==> config.mk <==
export PLATFORM = sky130hd
export DESIGN_NAME = tbc_ctrl
export DESIGN_NICKNAME = d
export VERILOG_FILES = /design/src/tbc_pkg.sv /design/src/tbc_ctrl.sv
export SDC_FILE = /design/constraint.sdc
export NUM_CORES = 1
export LEC_CHECK = 0
export BUFFER_PORTS_ARGS = -buffer_cell sky130_fd_sc_hd__buf_2
export CAP_MARGIN = 20
export CORE_MARGIN = 3
export CORE_UTILIZATION = 60
export CTS_BUF_LIST = sky130_fd_sc_hd__clkbuf_16
export CTS_CLUSTER_SIZE = 28
export DETAILED_ROUTE_END_ITERATION = 10
export GPL_TIMING_DRIVEN = 0
export MAX_ROUTING_LAYER = met4
export PLACE_DENSITY = 0.92
export SYNTH_ARGS = -nofsm -noshare
export SYNTH_HDL_FRONTEND = slang
export SYNTH_SLANG_ARGS = --single-unit
==> constraint.sdc <==
create_clock -name clk_sys -period 8.8 [get_ports clk_sys]
set_clock_uncertainty 0.05 [all_clocks]
set_input_delay 0.88 -clock clk_sys [delete_from_list [all_inputs] [get_ports clk_sys]]
set_output_delay 0.88 -clock clk_sys [all_outputs]
set_load 0.01 [all_outputs]
==> src/tbc_pkg.sv <==
/*
  Constants and state layout for the two-wire bus controller.
  Assumes a 10 MHz system clock and open-drain pads outside the block.
*/
package tbc_pkg;
  // ==========================================
  // timing
  localparam int CLK_PERIOD_NS = 100;
  localparam int SCL_LOW_NS = 5000;  // scl low period
  localparam int SCL_HIGH_NS = 5000;
  localparam logic [15:0] LOW_CYC = 16'((SCL_LOW_NS + CLK_PERIOD_NS - 1) / CLK_PERIOD_NS);
  localparam logic [15:0] HIGH_CYC = 16'((SCL_HIGH_NS + CLK_PERIOD_NS - 1) / CLK_PERIOD_NS);
  // ==========================================
  // field positions and codes
  localparam logic [1:0] MODE_BUS = 2'h2;  // interface mode field value
  localparam logic [2:0] BC_START = 3'h0;
  localparam logic [3:0] WORD_BITS = 4'h8;
  localparam int B_MST = 7;
  localparam int B_TRX = 6;
  localparam int B_BB = 5;
  localparam int B_PIN = 4;
  localparam int B_ACK = 4;
  localparam int B_SOFT_REINIT_BIT = 0;
  localparam int B_ALS = 0;
  // ==========================================
  // master sequencer states and block state layout
  typedef enum logic [6:0] {
    M_IDLE = 7'h01, M_START = 7'h02, M_LOW = 7'h04, M_HIGH = 7'h08,
    M_P1 = 7'h10, M_P2 = 7'h20, M_P3 = 7'h40
  } tbc_ms_t;
  typedef struct packed {
    logic scl_s1, scl_s2, sda_s1, sda_s2, scl_d, sda_d;
    logic controller_select, transmit_direction, bus_occupied, pin_n;
    logic arbitration_loss_flag, own_address_match_flag, general_call_flag, last_sampled_bit;
    logic [2:0] word_bit_count;
    logic ack;
    logic [1:0] interface_mode_field;
    logic soft_reinit_bit;
    logic [6:0] own_address_field;
    logic free_format_select;
    logic [7:0] shreg;
    logic [3:0] cnt;
    logic in_ack, first, sel, dir, stop_req;
    tbc_ms_t ms;
    logic [15:0] tmr;
    logic scl_oe, sda_oe, intr;
    logic [7:0] rdata, stat;
  } tbc_state_t;
  // synchronisers start at the idle-high bus level, so no false edge follows reset
  localparam tbc_state_t ST_RST = '{ms: M_IDLE, pin_n: 1'b1, stat: 8'h10, scl_s1: 1'b1, scl_s2: 1'b1,
    sda_s1: 1'b1, sda_s2: 1'b1, scl_d: 1'b1, sda_d: 1'b1, default: '0};
endpackage : tbc_pkg

==> src/tbc_ctrl.sv <==
/*
  Two-wire bus controller, master and slave, single clock domain.
  Assumes open-drain pads: a pin is pulled low while its enable is high.
*/
`timescale 1ns/1ns
`default_nettype none
module tbc_ctrl (
  // clock and reset
  input wire logic clk_sys,
  input wire logic reset,
  // first control register write
  input wire logic cr1_wr,
  input wire logic [7:0] cr1_wdata,
  // second control register write
  input wire logic cr2_wr,
  input wire logic [7:0] cr2_wdata,
  // own address register write
  input wire logic oar_wr,
  input wire logic [7:0] oar_wdata,
  // transfer buffer access
  input wire logic buf_wr,
  input wire logic [7:0] buf_wdata,
  input wire logic buf_rd,
  output logic [7:0] buf_rdata,
  // status and interrupt
  output logic [7:0] status,
  output logic transfer_interrupt,
  // bus pins
  input wire logic scl_i,
  output logic scl_o,
  output logic scl_oe,
  input wire logic sda_i,
  output logic sda_o,
  output logic sda_oe
);
  // ==========================================
  // state and decoded events
  tbc_pkg::tbc_state_t st_r, st_nxt;  // whole block state
  logic rise, fall, start_det, stop_det;  // bus edges
  logic start_req, stop_rq;  // software requests
  logic [3:0] nb;  // data bits per word
  logic arb_lost, ev, word_end, dd;

  // edges only ever look at second sync stage and its delay
  assign rise = st_r.scl_s2 && !st_r.scl_d;
  assign fall = !st_r.scl_s2 && st_r.scl_d;
  assign start_det = st_r.scl_s2 && st_r.scl_d && st_r.sda_d && !st_r.sda_s2;
  assign stop_det = st_r.scl_s2 && st_r.scl_d && !st_r.sda_d && st_r.sda_s2;
  assign nb = (st_r.word_bit_count == tbc_pkg::BC_START) ? tbc_pkg::WORD_BITS : {1'b0, st_r.word_bit_count};
  assign start_req = cr2_wr && cr2_wdata[tbc_pkg::B_MST] && cr2_wdata[tbc_pkg::B_TRX]
    && cr2_wdata[tbc_pkg::B_BB] && !st_r.bus_occupied && st_r.interface_mode_field == tbc_pkg::MODE_BUS;
  assign stop_rq = cr2_wr && cr2_wdata[tbc_pkg::B_MST] && cr2_wdata[tbc_pkg::B_TRX]
    && cr2_wdata[tbc_pkg::B_PIN] && !cr2_wdata[tbc_pkg::B_BB] && st_r.bus_occupied;
  // own one-level meets bus zero in a data slot
  assign arb_lost = rise && st_r.bus_occupied && st_r.controller_select && st_r.transmit_direction
    && !st_r.in_ack && st_r.cnt < nb && !st_r.sda_oe && !st_r.sda_s2;

  // ==========================================
  // next state
  always_comb begin
    st_nxt = st_r;
    ev = 1'b0;
    word_end = 1'b0;
    dd = 1'b0;
    // two-stage synchronisers
    st_nxt.scl_s1 = scl_i;
    st_nxt.scl_s2 = st_r.scl_s1;
    st_nxt.sda_s1 = sda_i;
    st_nxt.sda_s2 = st_r.sda_s1;
    st_nxt.scl_d = st_r.scl_s2;
    st_nxt.sda_d = st_r.sda_s2;
    st_nxt.intr = 1'b0;
    // software side first, so hardware events below win
    if (cr1_wr) begin
      st_nxt.word_bit_count = cr1_wdata[7:5];
      st_nxt.ack = cr1_wdata[tbc_pkg::B_ACK];
    end
    if (oar_wr) begin
      st_nxt.own_address_field = oar_wdata[7:1];
      st_nxt.free_format_select = oar_wdata[tbc_pkg::B_ALS];
    end
    if (buf_wr) begin
      st_nxt.shreg = buf_wdata;
    end
    if (buf_wr || buf_rd) begin
      st_nxt.pin_n = 1'b1;
      st_nxt.arbitration_loss_flag = 1'b0;
      st_nxt.own_address_match_flag = 1'b0;
    end
    if (cr2_wr) begin
      st_nxt.arbitration_loss_flag = 1'b0;
      st_nxt.interface_mode_field = cr2_wdata[3:2];
      st_nxt.soft_reinit_bit = cr2_wdata[tbc_pkg::B_SOFT_REINIT_BIT];
      if (cr2_wdata[tbc_pkg::B_PIN]) begin
        st_nxt.pin_n = 1'b1;
      end
      if (start_req) begin
        // start request, byte already in the buffer
        st_nxt.controller_select = 1'b1;
        st_nxt.transmit_direction = 1'b1;
        st_nxt.ms = tbc_pkg::M_START;
        st_nxt.tmr = 16'h0000;
      end else if (stop_rq) begin
        st_nxt.stop_req = 1'b1;
      end else if (!st_r.stop_req) begin
        // bits frozen while a stop is pending
        st_nxt.controller_select = cr2_wdata[tbc_pkg::B_MST];
        st_nxt.transmit_direction = cr2_wdata[tbc_pkg::B_TRX];
      end
    end
    // ==========================================
    // bus conditions and bit engine
    if (start_det) begin
      st_nxt.bus_occupied = 1'b1;
      st_nxt.general_call_flag = 1'b0;
      st_nxt.word_bit_count = tbc_pkg::BC_START;
      st_nxt.cnt = 4'h0;
      st_nxt.in_ack = 1'b0;
      st_nxt.first = 1'b1;
      st_nxt.sel = 1'b0;
    end else if (stop_det) begin
      st_nxt.bus_occupied = 1'b0;
      st_nxt.general_call_flag = 1'b0;
      st_nxt.controller_select = 1'b0;
      st_nxt.transmit_direction = 1'b0;
      st_nxt.stop_req = 1'b0;
      st_nxt.sel = 1'b0;
      st_nxt.first = 1'b0;
      st_nxt.ms = tbc_pkg::M_IDLE;
    end else if (rise && st_r.bus_occupied) begin
      st_nxt.last_sampled_bit = st_r.sda_s2;
      if (!st_r.in_ack && st_r.cnt < nb) begin
        st_nxt.shreg = {st_r.shreg[6:0], st_r.sda_s2};
        st_nxt.cnt = st_r.cnt + 4'h1;
      end
      if (arb_lost) begin
        st_nxt.arbitration_loss_flag = 1'b1;
        st_nxt.controller_select = 1'b0;
        st_nxt.transmit_direction = 1'b0;
        st_nxt.ms = tbc_pkg::M_IDLE;
      end
    end else if (fall && st_r.bus_occupied) begin
      if (!st_r.in_ack && st_r.cnt == nb) begin
        // address decode on the first word as slave
        if (st_r.first && !st_r.free_format_select && !st_r.controller_select) begin
          st_nxt.general_call_flag = (st_r.shreg == 8'h00);
          st_nxt.sel = (st_r.shreg == 8'h00) || (st_r.shreg[7:1] == st_r.own_address_field);
          st_nxt.own_address_match_flag = st_nxt.sel;
          st_nxt.dir = st_r.shreg[0] && st_r.shreg != 8'h00;
        end
        if (st_r.ack) begin
          st_nxt.in_ack = 1'b1;
        end else begin
          word_end = 1'b1;
        end
      end else if (st_r.in_ack) begin
        word_end = 1'b1;
      end
      if (word_end) begin
        st_nxt.cnt = 4'h0;
        st_nxt.in_ack = 1'b0;
        st_nxt.first = 1'b0;
        if (st_r.controller_select) begin
          ev = 1'b1;
          if (st_r.first && !st_r.last_sampled_bit) begin
            st_nxt.transmit_direction = !st_r.shreg[0];
          end
        end else if (st_nxt.sel || st_r.free_format_select || st_r.arbitration_loss_flag) begin
          ev = 1'b1;
          if (st_r.first && st_nxt.sel) begin
            st_nxt.transmit_direction = st_nxt.dir;
          end
          if (st_r.first && st_r.free_format_select) begin
            st_nxt.own_address_match_flag = 1'b1;
          end
        end
      end
      if (ev) begin
        st_nxt.intr = 1'b1;
        st_nxt.pin_n = 1'b0;
      end
    end
    // ==========================================
    // master clock sequencer
    case (st_r.ms)
      tbc_pkg::M_IDLE: begin
        // slave side: hold scl one low period after pending-n returns
        if (st_nxt.ms == tbc_pkg::M_START || st_nxt.pin_n) begin
          st_nxt.tmr = (st_nxt.ms == tbc_pkg::M_START || st_r.tmr == 16'h0000) ? 16'h0000 : st_r.tmr - 16'h0001;
        end else begin
          st_nxt.tmr = tbc_pkg::LOW_CYC;
        end
      end
      tbc_pkg::M_START, tbc_pkg::M_P1: begin
        // sda held low with scl high, or low before stop
        if (st_r.tmr >= tbc_pkg::LOW_CYC - 16'h0001) begin
          st_nxt.ms = (st_r.ms == tbc_pkg::M_START) ? tbc_pkg::M_LOW : tbc_pkg::M_P2;
          st_nxt.tmr = 16'h0000;
        end else begin
          st_nxt.tmr = st_r.tmr + 16'h0001;
        end
      end
      tbc_pkg::M_LOW: begin
        // low period restarts while service is pending
        if (!st_nxt.pin_n) begin
          st_nxt.tmr = 16'h0000;
        end else if (st_r.tmr >= tbc_pkg::LOW_CYC - 16'h0001) begin
          st_nxt.ms = st_r.stop_req ? tbc_pkg::M_P1 : tbc_pkg::M_HIGH;
          st_nxt.tmr = 16'h0000;
        end else begin
          st_nxt.tmr = st_r.tmr + 16'h0001;
        end
      end
      tbc_pkg::M_HIGH, tbc_pkg::M_P2: begin
        // high count waits for the wired line to rise
        if (!st_r.scl_s2) begin
          st_nxt.tmr = 16'h0000;
        end else if (st_r.tmr >= tbc_pkg::HIGH_CYC - 16'h0001) begin
          st_nxt.ms = (st_r.ms == tbc_pkg::M_HIGH) ? tbc_pkg::M_LOW : tbc_pkg::M_P3;
          st_nxt.tmr = 16'h0000;
        end else begin
          st_nxt.tmr = st_r.tmr + 16'h0001;
        end
      end
      tbc_pkg::M_P3: begin
        st_nxt.tmr = 16'h0000;  // wait for the stop to be seen
      end
      default: begin
        st_nxt.ms = tbc_pkg::M_IDLE;
      end
    endcase
    if (!st_nxt.controller_select && st_nxt.ms != tbc_pkg::M_P3 && st_nxt.ms != tbc_pkg::M_P2) begin
      st_nxt.ms = tbc_pkg::M_IDLE;  // lost or dropped mastership releases scl
      st_nxt.tmr = (st_r.ms == tbc_pkg::M_IDLE) ? st_nxt.tmr : 16'h0000;  // master count is no slave hold
    end
    // ==========================================
    // pin drive, data changes only while scl is seen low
    if (!st_r.in_ack && st_r.cnt < nb) begin
      dd = st_r.transmit_direction && !st_r.shreg[7] && (st_r.controller_select || st_r.sel);
    end else if (st_r.in_ack) begin
      dd = st_r.first ? (st_r.sel && !st_r.controller_select)
        : (!st_r.transmit_direction && (st_r.controller_select || st_r.sel));
    end
    if (st_nxt.ms == tbc_pkg::M_START || st_nxt.ms == tbc_pkg::M_P1 || st_nxt.ms == tbc_pkg::M_P2) begin
      st_nxt.sda_oe = 1'b1;
    end else if (st_nxt.ms == tbc_pkg::M_P3 || !st_r.bus_occupied || arb_lost) begin
      st_nxt.sda_oe = 1'b0;
    end else if (!st_r.scl_s2) begin
      st_nxt.sda_oe = dd;
    end
    st_nxt.scl_oe = st_nxt.ms == tbc_pkg::M_LOW || st_nxt.ms == tbc_pkg::M_P1
      || (!st_nxt.pin_n && st_nxt.bus_occupied)
      || (st_nxt.ms == tbc_pkg::M_IDLE && st_nxt.tmr != 16'h0000 && st_nxt.bus_occupied);
    if (st_nxt.interface_mode_field != tbc_pkg::MODE_BUS) begin
      st_nxt.scl_oe = 1'b0;  // port mode leaves the lines alone
      st_nxt.sda_oe = 1'b0;
    end
    st_nxt.rdata = st_nxt.shreg;
    st_nxt.stat = {st_nxt.controller_select, st_nxt.transmit_direction, st_nxt.bus_occupied,
      st_nxt.pin_n, st_nxt.arbitration_loss_flag, st_nxt.own_address_match_flag,
      st_nxt.general_call_flag, st_nxt.last_sampled_bit};
    // soft reinit: one cycle later everything but the synchronisers resets
    if (st_r.soft_reinit_bit) begin
      st_nxt = tbc_pkg::ST_RST;
      st_nxt.scl_s1 = st_r.scl_s1;
      st_nxt.scl_s2 = st_r.scl_s2;
      st_nxt.sda_s1 = st_r.sda_s1;
      st_nxt.sda_s2 = st_r.sda_s2;
      st_nxt.scl_d = st_r.scl_d;
      st_nxt.sda_d = st_r.sda_d;
      st_nxt.stat = 8'h10;
    end
  end

  // ==========================================
  // state register
  always_ff @(posedge clk_sys) begin
    if (reset) begin
      st_r <= tbc_pkg::ST_RST;
    end else begin
      st_r <= st_nxt;
    end
  end

  // outputs from the state register; scl_o and sda_o tied low
  assign buf_rdata = st_r.rdata;
  assign status = st_r.stat;
  assign transfer_interrupt = st_r.intr;
  assign scl_oe = st_r.scl_oe;
  assign sda_oe = st_r.sda_oe;
  assign scl_o = 1'b0;  // open drain: only ever pulls low
  assign sda_o = 1'b0;

  // ==========================================
  // checks
  a_start_req_sda: assert property (@(posedge clk_sys) disable iff (reset)
    start_req && !st_r.soft_reinit_bit |=> st_r.sda_oe || st_r.interface_mode_field != tbc_pkg::MODE_BUS)
    else $error("start request did not pull sda low");
  a_start_sets_bb: assert property (@(posedge clk_sys) disable iff (reset)
    start_det && !st_r.soft_reinit_bit |=> st_r.bus_occupied && st_r.word_bit_count == 3'h0)
    else $error("start not reflected in occupied flag or count");
  a_stop_clears_bb: assert property (@(posedge clk_sys) disable iff (reset)
    stop_det |=> !st_r.bus_occupied && !st_r.controller_select && !st_r.general_call_flag)
    else $error("stop did not free the bus");
  a_hold_scl_low: assert property (@(posedge clk_sys) disable iff (reset)
    !st_r.pin_n && st_r.bus_occupied && !st_r.soft_reinit_bit
    && st_r.interface_mode_field == tbc_pkg::MODE_BUS |=> st_r.scl_oe)
    else $error("scl released while service pending");
  a_intr_clears_pin: assert property (@(posedge clk_sys) disable iff (reset)
    $rose(st_r.intr) |-> !st_r.pin_n && !status[tbc_pkg::B_PIN] ##1 !st_r.intr)
    else $error("interrupt without pending-n cleared");
  a_zero_write_pin: assert property (@(posedge clk_sys) disable iff (reset)
    cr2_wr && !cr2_wdata[tbc_pkg::B_PIN] && st_r.pin_n && !ev && !st_r.soft_reinit_bit |=> st_r.pin_n)
    else $error("writing zero cleared pending-n");
  a_buf_sets_pin: assert property (@(posedge clk_sys) disable iff (reset)
    (buf_wr || buf_rd) && !ev && !st_r.soft_reinit_bit |=> st_r.pin_n && !st_r.own_address_match_flag)
    else $error("buffer access did not set pending-n");
  a_al_to_slave: assert property (@(posedge clk_sys) disable iff (reset)
    arb_lost && !st_r.soft_reinit_bit |=> st_r.arbitration_loss_flag && !st_r.controller_select
    && !st_r.transmit_direction && !st_r.sda_oe)
    else $error("arbitration loss did not drop to slave");
  a_al_clear: assert property (@(posedge clk_sys) disable iff (reset)
    (buf_wr || buf_rd || cr2_wr) && !arb_lost |=> !st_r.arbitration_loss_flag)
    else $error("loss flag survived clearing access");
  a_lrb_sample: assert property (@(posedge clk_sys) disable iff (reset)
    rise && st_r.bus_occupied && !st_r.soft_reinit_bit |=> st_r.last_sampled_bit == $past(st_r.sda_s2))
    else $error("last sampled bit wrong");
  a_reinit_self: assert property (@(posedge clk_sys) disable iff (reset)
    st_r.soft_reinit_bit |=> !st_r.soft_reinit_bit && st_r.pin_n && !st_r.controller_select)
    else $error("soft reinit did not reset and self-clear");
  a_release_low: assert property (@(posedge clk_sys) disable iff (reset)
    $rose(st_r.pin_n) && st_r.ms == tbc_pkg::M_LOW |-> st_r.scl_oe [*8])
    else $error("scl released before low period");
endmodule : tbc_ctrl
`default_nettype wire

* Word level (Yosys, flattened, before mapping) *
Cells that the tools add are included.

word-level totals
  word-level logic and storage cells = 267
  register bits = 80
  bits of input ports = 41
  output and inout bits = 21

operators by class
  eq/ne operators = 23
  reductions and logical operators = 94
  muxes and demuxes = 108
  bitwise operators = 4
  add/sub/neg operators = 3
  magnitude comparators = 2

operator list
  cell                     number
  $mux W16                 6
  $pmux W16 S5             1
  $mux W7                  9
  $mux W1                  51
  $mux W23                 2
  $logic_and A1 B1 Y1      40
  $mux W2                  20
  $mux W8                  5
  $pmux W7 S4              1
  $mux W24                 1
  $eq A7 B2 Y1 const B     3
  $add A16 B1 Y16 const B  1
  $ge A16 B6 Y1 const B    1
  $logic_not A1 Y1         16
  $logic_not A16 Y1        1
  $reduce_bool A16 Y1      1
  $sub A16 B1 Y16 const B  1
  $eq A7 B1 Y1 const B     2
  $eq A7 B3 Y1 const B     2
  $eq A7 B5 Y1 const B     2
  $eq A7 B6 Y1 const B     2
  $eq A7 B7 Y1 const B     2
  $logic_or A1 B1 Y1       14
  $mux W13                 1
  other kinds (31)         49

* Logic depth before layout (Yosys ltp) *
Gate-level depths: netlist (run 1).

  depth after elaboration = 34
  depth in mapped cells = 14
  gate-level depth less buffers = 12

* Worst setup path before layout (run 1) *
Ideal clock, no wire load.

  path type = reg2reg
  start = register st_r[73] (netlist bit)
  end = register st_r, in the netlist scl_oe
  required time = 8621 ps
  data arrival time = 3154 ps
  buffers on the path = 1
  period minus slack after synthesis = 3333 ps
  stages on the path, launching flop included = 14
  slack = 5467 ps
  setup time = 129 ps
  path through = dfxtp_1 > or3_1 > ha_1 > nand4_1 > nor4_1 > o311a_1 > o41ai_1 > clkbuf_1 > a31o_2 > o31a_1 > a41oi_1 > nand4_1 > nor4_2 > o211ai_1

on the way
  word-level cells in the longest chain between the ends = 33
  elaborated cells between the ends (all ways) = 71
  classes of those cells = order compare: 1; eq/ne: 7; mux: 43; reduce/logical: 20

ends and longest elaborated chain
  what                                                       RTL line                          RTL
  from (decl)                                                tbc_ctrl.sv:38                    tbc_pkg::tbc_state_t st_r, st_nxt;
  from (signal assigned)                                     tbc_ctrl.sv:279                   st_r <= tbc_pkg::ST_RST;
  from (signal assigned)                                     tbc_ctrl.sv:281                   st_r <= st_nxt;
  $logic_not A3 Y1                                           tbc_ctrl.sv:49                    assign nb = (st_r.word_bit_count == tbc_pkg::BC_START) ? tbc_pkg::WORD_BITS : {1'b0, st_r.word_bit_count};
  $mux W4 *                                                  tbc_ctrl.sv:49
  $eq A4 B4 Y1                                               tbc_ctrl.sv:143                   if (!st_r.in_ack && st_r.cnt == nb) begin
  $logic_and A1 B1 Y1                                        tbc_ctrl.sv:143
  $mux W2                                                    tbc_ctrl.sv:143
  $mux W2                                                    tbc_ctrl.sv:142                   end else if (fall && st_r.bus_occupied) begin
  $mux W2                                                    tbc_ctrl.sv:130                   end else if (rise && st_r.bus_occupied) begin
  $mux W2                                                    tbc_ctrl.sv:121                   end else if (stop_det) begin
  [16 not listed]                                            -
  $pmux W7 S4                                                tbc_ctrl.sv:185                   case (st_r.ms)
  $ne A7 B7 Y1                                               tbc_ctrl.sv:232                   if (!st_nxt.controller_select && st_nxt.ms != tbc_pkg::M_P3 && st_nxt.ms != tbc_pkg::M_P2) begin
  $logic_and A1 B1 Y1 (2 in series)                          tbc_ctrl.sv:232
  $mux W23                                                   tbc_ctrl.sv:232
  $reduce_bool A16 Y1 (tied with other cells)                tbc_ctrl.sv:253                   || (st_nxt.ms == tbc_pkg::M_IDLE && st_nxt.tmr != 16'h0000 && st_nxt.bus_occupied);
  $logic_and A1 B1 Y1 or $logic_or A1 B1 Y1 (tied branches)  tbc_ctrl.sv:253, tbc_ctrl.sv:251
  $logic_and A1 B1 Y1 or $logic_or A1 B1 Y1 (tied branches)  tbc_ctrl.sv:253, tbc_ctrl.sv:252
  $logic_or A1 B1 Y1 *                                       tbc_ctrl.sv:253

Mark *: on every way between the ends. The rest lies on a longest branch, timed or not. The select of a mux whose other input is x is not followed.
A chain may end at the register's enable or synchronous reset.

* Worst setup path after layout (run 1) *
Same ends and word-level chain as after synthesis.

==> summary.md, run 1 <==
* finished, final reports clean — result of the run
* 0 — max-slew violations
* 0.000501 W — switching power of the nets
* st_r[73]$_SDFFE_PP0P_ — FF-to-FF Start
* 15.0% — P&R area growth vs syn
* register — startpoint class of the critical path
* 19400 µm — wire length of the first global-routing pass
* 12 — cells on worst reg2reg path
* 0 — yosys warns
* scl_oe$_SDFF_PP0_ — endpoint of the lowest-slack register-to-register path
* 33.8% — share of the synthesized area in the top cell type
* 6830 µm² — area inside the core boundary
* 3 — CTS H-Tree Depth
* 0 — antenna violations before repair
* 26.0% — clock network power share
* 0 ns — setup TNS
* 13 — largest net degree at the start of global routing
* sky130_fd_sc_hd__or3_1 — Crit path top cell by count
* 0 — residual DRC count
* 0.67 ns — max incr delay on CP
* 0.34 ns — insertion delay to the later sink of the worst-skew pair
* 0 — # setup viols final
* 4351 — Vias
* sky130_fd_sc_hd__clkbuf_16 — root cell of the clock tree
* 0 — number of synthesized flops with an enable pin
* 10 — CP Max Fanout
* 0.779 ns — transition time at the pin with the least slew margin
* yes — clock tree from TritonCTS
* 4270 µm² — post-synthesis instance area
* 30.0% — GRT Resource Usage Total
* 12 — number of cells on the critical path
* 32.3% — Sequential Power Share
* 11800 µm — total wire length after detailed routing
* 0 — Post-CTS Hold Fix Bufs
* sky130_fd_sc_hd__o41ai_1 — master of the slowest instance on the critical path
* 1 — Crit path buffers/inverters
* 8.95 ns — data required time at the worst endpoint
* 50 — number of port buffers
* 4.59 ns — worst reg-to-reg setup slack
* 72 — number of synthesized register bits
* 0.000779 W — Internal
* 2 — clk buf depth
* 33.8% — share of the yosys chip area belonging to registers
* 7.93 µm² — mean instance size in the synthesized netlist
* 62 — I/O pin total
* 4.36 ns — data arrival at the endpoint of the critical path
* 4.21 ns — post-layout min period
* 9 — number of buffers inserted during clock tree synthesis
* 387 — initial detailed-routing violation count
* 0.987 — RePlAce Congestion
* st_r[73]$_SDFFE_PP0P_ — launching element of the worst setup path
* 16.8 µm — average wire per cell in the routed design
* 0 — antenna-violating nets left
* sky130_fd_sc_hd__dfxtp_1 — largest area contributor in the synthesized netlist
* 0 — number of hold-slack violations in the final timing report
* reg2reg — class of the most critical setup path
* 6.21 — average via count per standard cell
* simple AND/OR/NAND/NOR gates — cell type group with the largest total delay on the critical path
* sky130_fd_sc_hd__dfxtp_1, sky130_fd_sc_hd__mux2i_1, sky130_fd_sc_hd__nor2_1 — cell types occupying the most area after synthesis
* 261 nW/µm² — PD cells
* 6 — first-pass detailed-route iteration total
* sky130_fd_sc_hd__dfxtp_1, sky130_fd_sc_hd__nor2_1, sky130_fd_sc_hd__buf_2, sky130_fd_sc_hd__nand2_1, sky130_fd_sc_hd__a21oi_1 — commonest non-fill, non-tap cells in the layout
* register — Setup crit end kind
* 2.05 nW — leakage power of the design
* sky130_fd_sc_hd__dfxtp_1 — main flop type after synthesis
* 0 — post-CTS setup buffers
* 39.2% — switching part of the total
* 30 — row count
* 0.06 ns — Clock transition at path regs
* 0 — post-CTS resize count
* 8680 µm — Detailed Place HPWL
* 72 — Sinks on Clock Net
* 649 — net total in the final layout
* 0% — Post-synth ARST share
* 237 MHz — maximum operating frequency
* 538 — Synth Instances
* 90.3 µm — die height
* 4188 — vias in the first global route
* 47.3% — worst rel slew slack
* scl_oe$_SDFF_PP0_ — end point of the critical path
* 0.413 ns — hold_ws
* 8160 µm² — area enclosed by the die boundary
* sky130_fd_sc_hd__dfxtp_1 — most common library cell in the layout ignoring fill and taps
* 0 — Ant. Diodes
* 68 — count of cell types in the netlist
* 0 — max_cap viols
* false — setup repair after global routing missed its margin
* 17.2% — fraction of layout instances using a drive strength above 1
* 265 µV — Max rail drop VDD
* 0 — residual overflow from global routing
* 41.7% — part of the total power dissipated in combinational logic
* reg2reg — worst hold path class
* 4.59 ns — post-route setup slack
* 62.5% — effective utilization at floorplan
* or3_1, ha_1, nand4_1, or3_1, o41ai_1, clkbuf_1, o311a_2, o22ai_1, nor4_1, nand3_1, nor4_2, o211ai_1 — crit path cell chain
* 4.70 ns — Worst Setup Slack post-DPL
* 90.3 µm — Die W
* 47.9% — post-route clock period utilization
-- cell families after synthesis --
logic type	count (synthesis)	synth area share, %
buf+inv	66	7.80
fa+ha+maj	8	2.35
flops	72	33.8
mux	29	6.80
other cells	1	0.0879
xor+xnor	17	3.49
compound gates	119	18.4
simple gates	226	27.2
-- worst register-to-register path: stages, from the launching register on --
cell	delay, ns
sky130_fd_sc_hd__dfxtp_1	0.33
sky130_fd_sc_hd__or3_1	0.38
sky130_fd_sc_hd__ha_1	0.33
sky130_fd_sc_hd__nand4_1	0.16
sky130_fd_sc_hd__or3_1	0.38
sky130_fd_sc_hd__o41ai_1	0.67
sky130_fd_sc_hd__clkbuf_1	0.44
sky130_fd_sc_hd__o311a_2	0.27
sky130_fd_sc_hd__o22ai_1	0.11
sky130_fd_sc_hd__nor4_1	0.30
sky130_fd_sc_hd__nand3_1	0.15
sky130_fd_sc_hd__nor4_2	0.33
sky130_fd_sc_hd__o211ai_1	0.17
-- Yosys cell counts (3+ instances only) --
cell type and count:
sky130_fd_sc_hd__a211oi_1 9, sky130_fd_sc_hd__a21oi_1 36, sky130_fd_sc_hd__a22oi_1 3, sky130_fd_sc_hd__a31oi_1 4, sky130_fd_sc_hd__a41oi_1 3, sky130_fd_sc_hd__and2_1 8
sky130_fd_sc_hd__and3_1 4, sky130_fd_sc_hd__buf_4 18, sky130_fd_sc_hd__clkbuf_1 25, sky130_fd_sc_hd__dfxtp_1 72, sky130_fd_sc_hd__ha_1 8, sky130_fd_sc_hd__inv_1 17
sky130_fd_sc_hd__mux2i_1 29, sky130_fd_sc_hd__nand2_1 40, sky130_fd_sc_hd__nand2b_1 4, sky130_fd_sc_hd__nand3_1 16, sky130_fd_sc_hd__nand3b_1 5, sky130_fd_sc_hd__nand4_1 6
sky130_fd_sc_hd__nor2_1 70, sky130_fd_sc_hd__nor2b_1 7, sky130_fd_sc_hd__nor3_1 24, sky130_fd_sc_hd__nor4_1 12, sky130_fd_sc_hd__nor4b_1 4, sky130_fd_sc_hd__o211ai_1 6
sky130_fd_sc_hd__o21ai_0 18, sky130_fd_sc_hd__o21bai_1 3, sky130_fd_sc_hd__o22ai_1 4, sky130_fd_sc_hd__o31ai_1 4, sky130_fd_sc_hd__or2_2 4, sky130_fd_sc_hd__or3_1 7
sky130_fd_sc_hd__xnor2_1 8, sky130_fd_sc_hd__xor2_1 9
-- power by group through the flow --
stage          Combinational [W]  Sequential [W]  Clock, W
2_1_floorplan           0.000412        0.000405         0
3_3_place_gp            0.000496        0.000415         0
3_5_place_dp            0.000516        0.000417         0
4_1_cts                 0.000521        0.000411  0.000331
5_1_grt                 0.000579        0.000418  0.000346
6_report                0.000534        0.000413  0.000333
-- how the worst min path moves through the flow --
| stage | startpoint | cells past startpoint | slack (ns) | endpoint |
|---|---|---|---|---|
| 3_3_place_gp | st_r[43]$_SDFFE_PP0P_ | 2 | 0.39 | st_r[43]$_SDFFE_PP0P_ |
| 2_1_floorplan | st_r[43]$_SDFFE_PP0P_ | 2 | 0.38 | st_r[43]$_SDFFE_PP0P_ |
| 5_1_grt | st_r[43]$_SDFFE_PP0P_ | 2 | 0.45 | st_r[43]$_SDFFE_PP0P_ |
| 6_report | st_r[43]$_SDFFE_PP0P_ | 2 | 0.41 | st_r[43]$_SDFFE_PP0P_ |
| 4_1_cts | st_r[43]$_SDFFE_PP0P_ | 2 | 0.41 | st_r[43]$_SDFFE_PP0P_ |
| 3_5_place_dp | st_r[43]$_SDFFE_PP0P_ | 2 | 0.40 | st_r[43]$_SDFFE_PP0P_ |
-- metal layers --
| layer | vias to the layer above | wire [µm] | global-route usage, % |
|---|---|---|---|
| li1 | 2052 | - | - |
| met1 | 2024 | 5000 | 38.4 |
| met2 | 237 | 5370 | 45.4 |
| met3 | 38 | 1010 | 4.33 |
| met4 | 0 | 397 | 17.1 |
| met5 | - | 0 | - |
-- per-stage QoR --
stage | area [µm²] | power (W) | util, % | std cells
after global placement | 4640 | 0.000911 | 67.9 | 685
after floorplan | 4270 | 0.000817 | - | 539
after CTS | 4900 | 0.00126 | 71.8 | 701
final | 4900 | 0.00128 | 71.8 | 701
after global routing | 4900 | 0.00134 | 71.8 | 701
after detailed placement | 4640 | 0.000933 | 67.9 | 685
-- registers in the layout, summed over array words and instances (netlist names) --
register and count:
transfer_interrupt 1, st_r 54, scl_oe 1, sda_oe 1, status 7, buf_rdata 8
-- layout make-up --
class                      instances  area [µm²]
buffer                            49         269
clock buffer                       9         225
clock inverter                     7        38.8
fill                             555        1930
inverter                          17        63.8
multi-input combinational        401        2500
sequential                        72        1440
tap                               96         120
timing repair buffer              50         250
Power figures use the tool's default switching activity.
==> run 2: changes to the inputs <==
--- a/config.mk
+++ b/config.mk
@@ -8,13 +8,13 @@
 export BUFFER_PORTS_ARGS = -buffer_cell sky130_fd_sc_hd__buf_2
 export CAP_MARGIN = 20
 export CORE_MARGIN = 3
-export CORE_UTILIZATION = 60
+export CORE_UTILIZATION = 52
 export CTS_BUF_LIST = sky130_fd_sc_hd__clkbuf_16
 export CTS_CLUSTER_SIZE = 28
 export DETAILED_ROUTE_END_ITERATION = 10
 export GPL_TIMING_DRIVEN = 0
 export MAX_ROUTING_LAYER = met4
-export PLACE_DENSITY = 0.92
+export PLACE_DENSITY = 0.86
 export SYNTH_ARGS = -nofsm -noshare
 export SYNTH_HDL_FRONTEND = slang
 export SYNTH_SLANG_ARGS = --single-unit
==> constraint.sdc (replaced) <==
create_clock -name clk_sys -period 3.6 [get_ports clk_sys]
set_clock_uncertainty 0.05 [all_clocks]
set_input_delay 0.36 -clock clk_sys [delete_from_list [all_inputs] [get_ports clk_sys]]
set_output_delay 0.36 -clock clk_sys [all_outputs]
set_load 0.01 [all_outputs]
==> run 2 against run 1 <==
The run now ends with setup timing left. Via count increased by 1.1%. Register-to-register slack got worse by 4.7 ns. Maximum frequency increased by 14%. Clock power rose to 2.6 times the previous value. Cell count increased by 1.7%. Critical endpoint unchanged. Final area increased by 4.3%. Utilization down 6.6 points. Combinational power grew to 2.7 times the previous value. Sequential share of layout area down 1.2 points. Global-route usage shrank 2.8 points.
==> summary.md, run 2 (synthesis results as in run 1) <==
* finished, violations left — result of the run
* setup timing — violated checks
* -0.11 ns — worst reg-to-reg setup slack, -4.70 ns
* 0 — antenna violations before repair, unchanged
* -0.461 ns — Worst Setup Slack post-DPL, -5.16 ns
* 0.06 ns — Clock transition at path regs, about the same
* 3.74 ns — data required time at the worst endpoint, -5.21 ns
* 12 — largest net degree at the start of global routing, -1
* 0 — max_cap viols, unchanged
* 3.71 ns — post-layout min period, -0.503 ns
* yes — clock tree from TritonCTS
* 8820 µm — Detailed Place HPWL, +1.6%
* 96.6 µm — Die W, +6.9%
* 0 — residual overflow from global routing, unchanged
* 3.85 ns — data arrival at the endpoint of the critical path, -0.51 ns
* 17.2 µm — average wire per cell in the routed design, +2.5%
* 4092 — vias in the first global route, -2.3%
* register — startpoint class of the critical path
* 5 — first-pass detailed-route iteration total, -1
* 0.33 ns — insertion delay to the later sink of the worst-skew pair, about the same
* st_r — Largest Register
* 50 — number of port buffers, unchanged
* sky130_fd_sc_hd__clkbuf_16 — root cell of the clock tree
* 2.13 nW — leakage power of the design, +3.7%
* 9 — number of buffers inserted during clock tree synthesis, unchanged
* 65.2% — utilization of the core after routing, -6.6 points
* 1.15 ns — transition time at the pin with the least slew margin, +0.368 ns
* 9330 µm² — area enclosed by the die boundary, +14%
* 0 — residual DRC count, unchanged
* 72 — Sinks on Clock Net, unchanged
* 1 — # setup viols final, +1
* 375 — initial detailed-routing violation count, -3.1%
* 6.17 — average via count per standard cell, -0.60%
* 0 — antenna-violating nets left, unchanged
* in2reg — worst hold path class
* 671 — layout filler cell count, +21%
* 96.6 µm — die height, +6.9%
* 0 — Ant. Diodes, unchanged
* sky130_fd_sc_hd__dfxtp_1 — most common library cell in the layout ignoring fill and taps
* 54.4% — effective utilization at floorplan, -8.1 points
* 27.2% — GRT Resource Usage Total, -2.8 points
* 0 — max-slew violations, unchanged
* 19.9% — P&R area growth vs syn
* 7850 µm² — area inside the core boundary, +15%
* 657 — net total in the final layout, +1.2%
* 0 — number of hold-slack violations in the final timing report, unchanged
* 270 MHz — maximum operating frequency, +14%
* 0.965 — RePlAce Congestion, -2.2%
* 803 µV — Max rail drop VDD, +200%
* 2 — clk buf depth, unchanged
* 4399 — Vias, +1.1%
* sky130_fd_sc_hd__dfxtp_1, sky130_fd_sc_hd__nor2_1, sky130_fd_sc_hd__buf_2, sky130_fd_sc_hd__nand2_1, sky130_fd_sc_hd__a21oi_1 — commonest non-fill, non-tap cells in the layout
* 62 — I/O pin total, unchanged
* 20.6% — fraction of layout instances using a drive strength above 1, +3.4 points
* reg2reg — class of the most critical setup path
* true — setup repair after global routing missed its margin
* 12300 µm — total wire length after detailed routing, +4.3%
* 103% — post-route clock period utilization, +55 points
* register — Setup crit end kind
* 644 nW/µm² — PD cells, +150%
* 32 — row count, +6.7%
* 19200 µm — wire length of the first global-routing pass, -1.4%
* 0 — Post-CTS Hold Fix Bufs, unchanged
* -0.108 ns — post-route setup slack, -4.70 ns
* 3 — CTS H-Tree Depth, unchanged
* 0.210 ns — hold_ws, -0.203 ns
* 22.6% — worst rel slew slack, -25 points
* 54 — Largest register FFs, unchanged
* 5 — CP Max Fanout, -5
* 0.00329 W — power consumption, +160%
## run 2: cell count changes in the layout (fill, tap and decap cells not counted), moves of 2 or more
| cell | delta |
|---|---|
| sky130_fd_sc_hd__clkbuf_1 | -2 |
| sky130_fd_sc_hd__or3_4 | +2 |
| sky130_fd_sc_hd__or3_1 | -2 |
| sky130_fd_sc_hd__clkinv_2 | -2 |
| sky130_fd_sc_hd__buf_4 | +8 |
## run 2: power breakdown
part	total (W)	internal [W]	switching (W)
clock network	0.000853	0.000523	0.000329
logic	0.00143	0.000617	0.000809
registers	0.00102	0.000890	0.000126
## run 2: final cells by class
| type | count | area, µm² | area share [%] |
|---|---|---|---|
| well taps | 102 | 128 | 2.49 |
| inverters | 17 | 63.8 | 1.25 |
| repair buffers | 59 | 315 | 6.16 |
| clock inverters | 5 | 51.3 | 1.00 |
| flip-flops and latches | 72 | 1440 | 28.2 |
| plain buffers | 48 | 273 | 5.33 |
| multi-input cells | 401 | 2620 | 51.2 |
| clock buffers | 9 | 225 | 4.40 |
## run 2: final timing paths
| path | start | to | depth (start not counted) |
|---|---|---|---|
| max reg2reg | st_r[73]$_SDFFE_PP0P_ | scl_oe$_SDFF_PP0_ | 13 |
| min reg2reg | st_r[43]$_SDFFE_PP0P_ | st_r[43]$_SDFFE_PP0P_ | 2 |
| min | scl_i | st_r[87]$_SDFFE_PP1N_ | 3 |
| max | st_r[73]$_SDFFE_PP0P_ | scl_oe$_SDFF_PP0_ | 13 |
## run 2: worst max-delay path, stage by stage (launching register included)
cell	delay, ns
sky130_fd_sc_hd__dfxtp_2	0.32
sky130_fd_sc_hd__or3_4	0.39
sky130_fd_sc_hd__ha_4	0.28
sky130_fd_sc_hd__nand4_1	0.23
sky130_fd_sc_hd__nor4_4	0.36
sky130_fd_sc_hd__o311a_1	0.25
sky130_fd_sc_hd__o41ai_4	0.12
sky130_fd_sc_hd__buf_6	0.19
sky130_fd_sc_hd__a31o_4	0.26
sky130_fd_sc_hd__a221o_1	0.36
sky130_fd_sc_hd__o31ai_4	0.08
sky130_fd_sc_hd__nand4_1	0.17
sky130_fd_sc_hd__nor4_2	0.35
sky130_fd_sc_hd__o211ai_1	0.16
## run 2: routing by layer
metal | up-vias | share of wire, % | global-route usage (%)
met2 | 266 | 45 | 42.9
met3 | 51 | 8.9 | 4.65
met5 | - | 0 | -
met1 | 2020 | 43 | 34.7
met4 | 0 | 3.3 | 11.0
li1 | 2062 | - | -
## run 2: repair_timing
| action | CTS | global route |
|---|---|---|
| gates cloned | 0 | 1 |
| pin swaps | 0 | 13 |
| setup endpoints to repair | 15 | 16 |
| setup buffers | 0 | 8 |
| gates resized for setup | 6 | 17 |
## run 2: per-stage QoR
stage	setup TNS [ns]	cell area, µm²	std cells
2_1_floorplan	0	4270	539
3_3_place_gp	-2.54	4650	691
3_5_place_dp	-2.41	4650	691
4_1_cts	-0.183	4950	705
5_1_grt	-0.426	5120	713
6_report	-0.108	5120	713
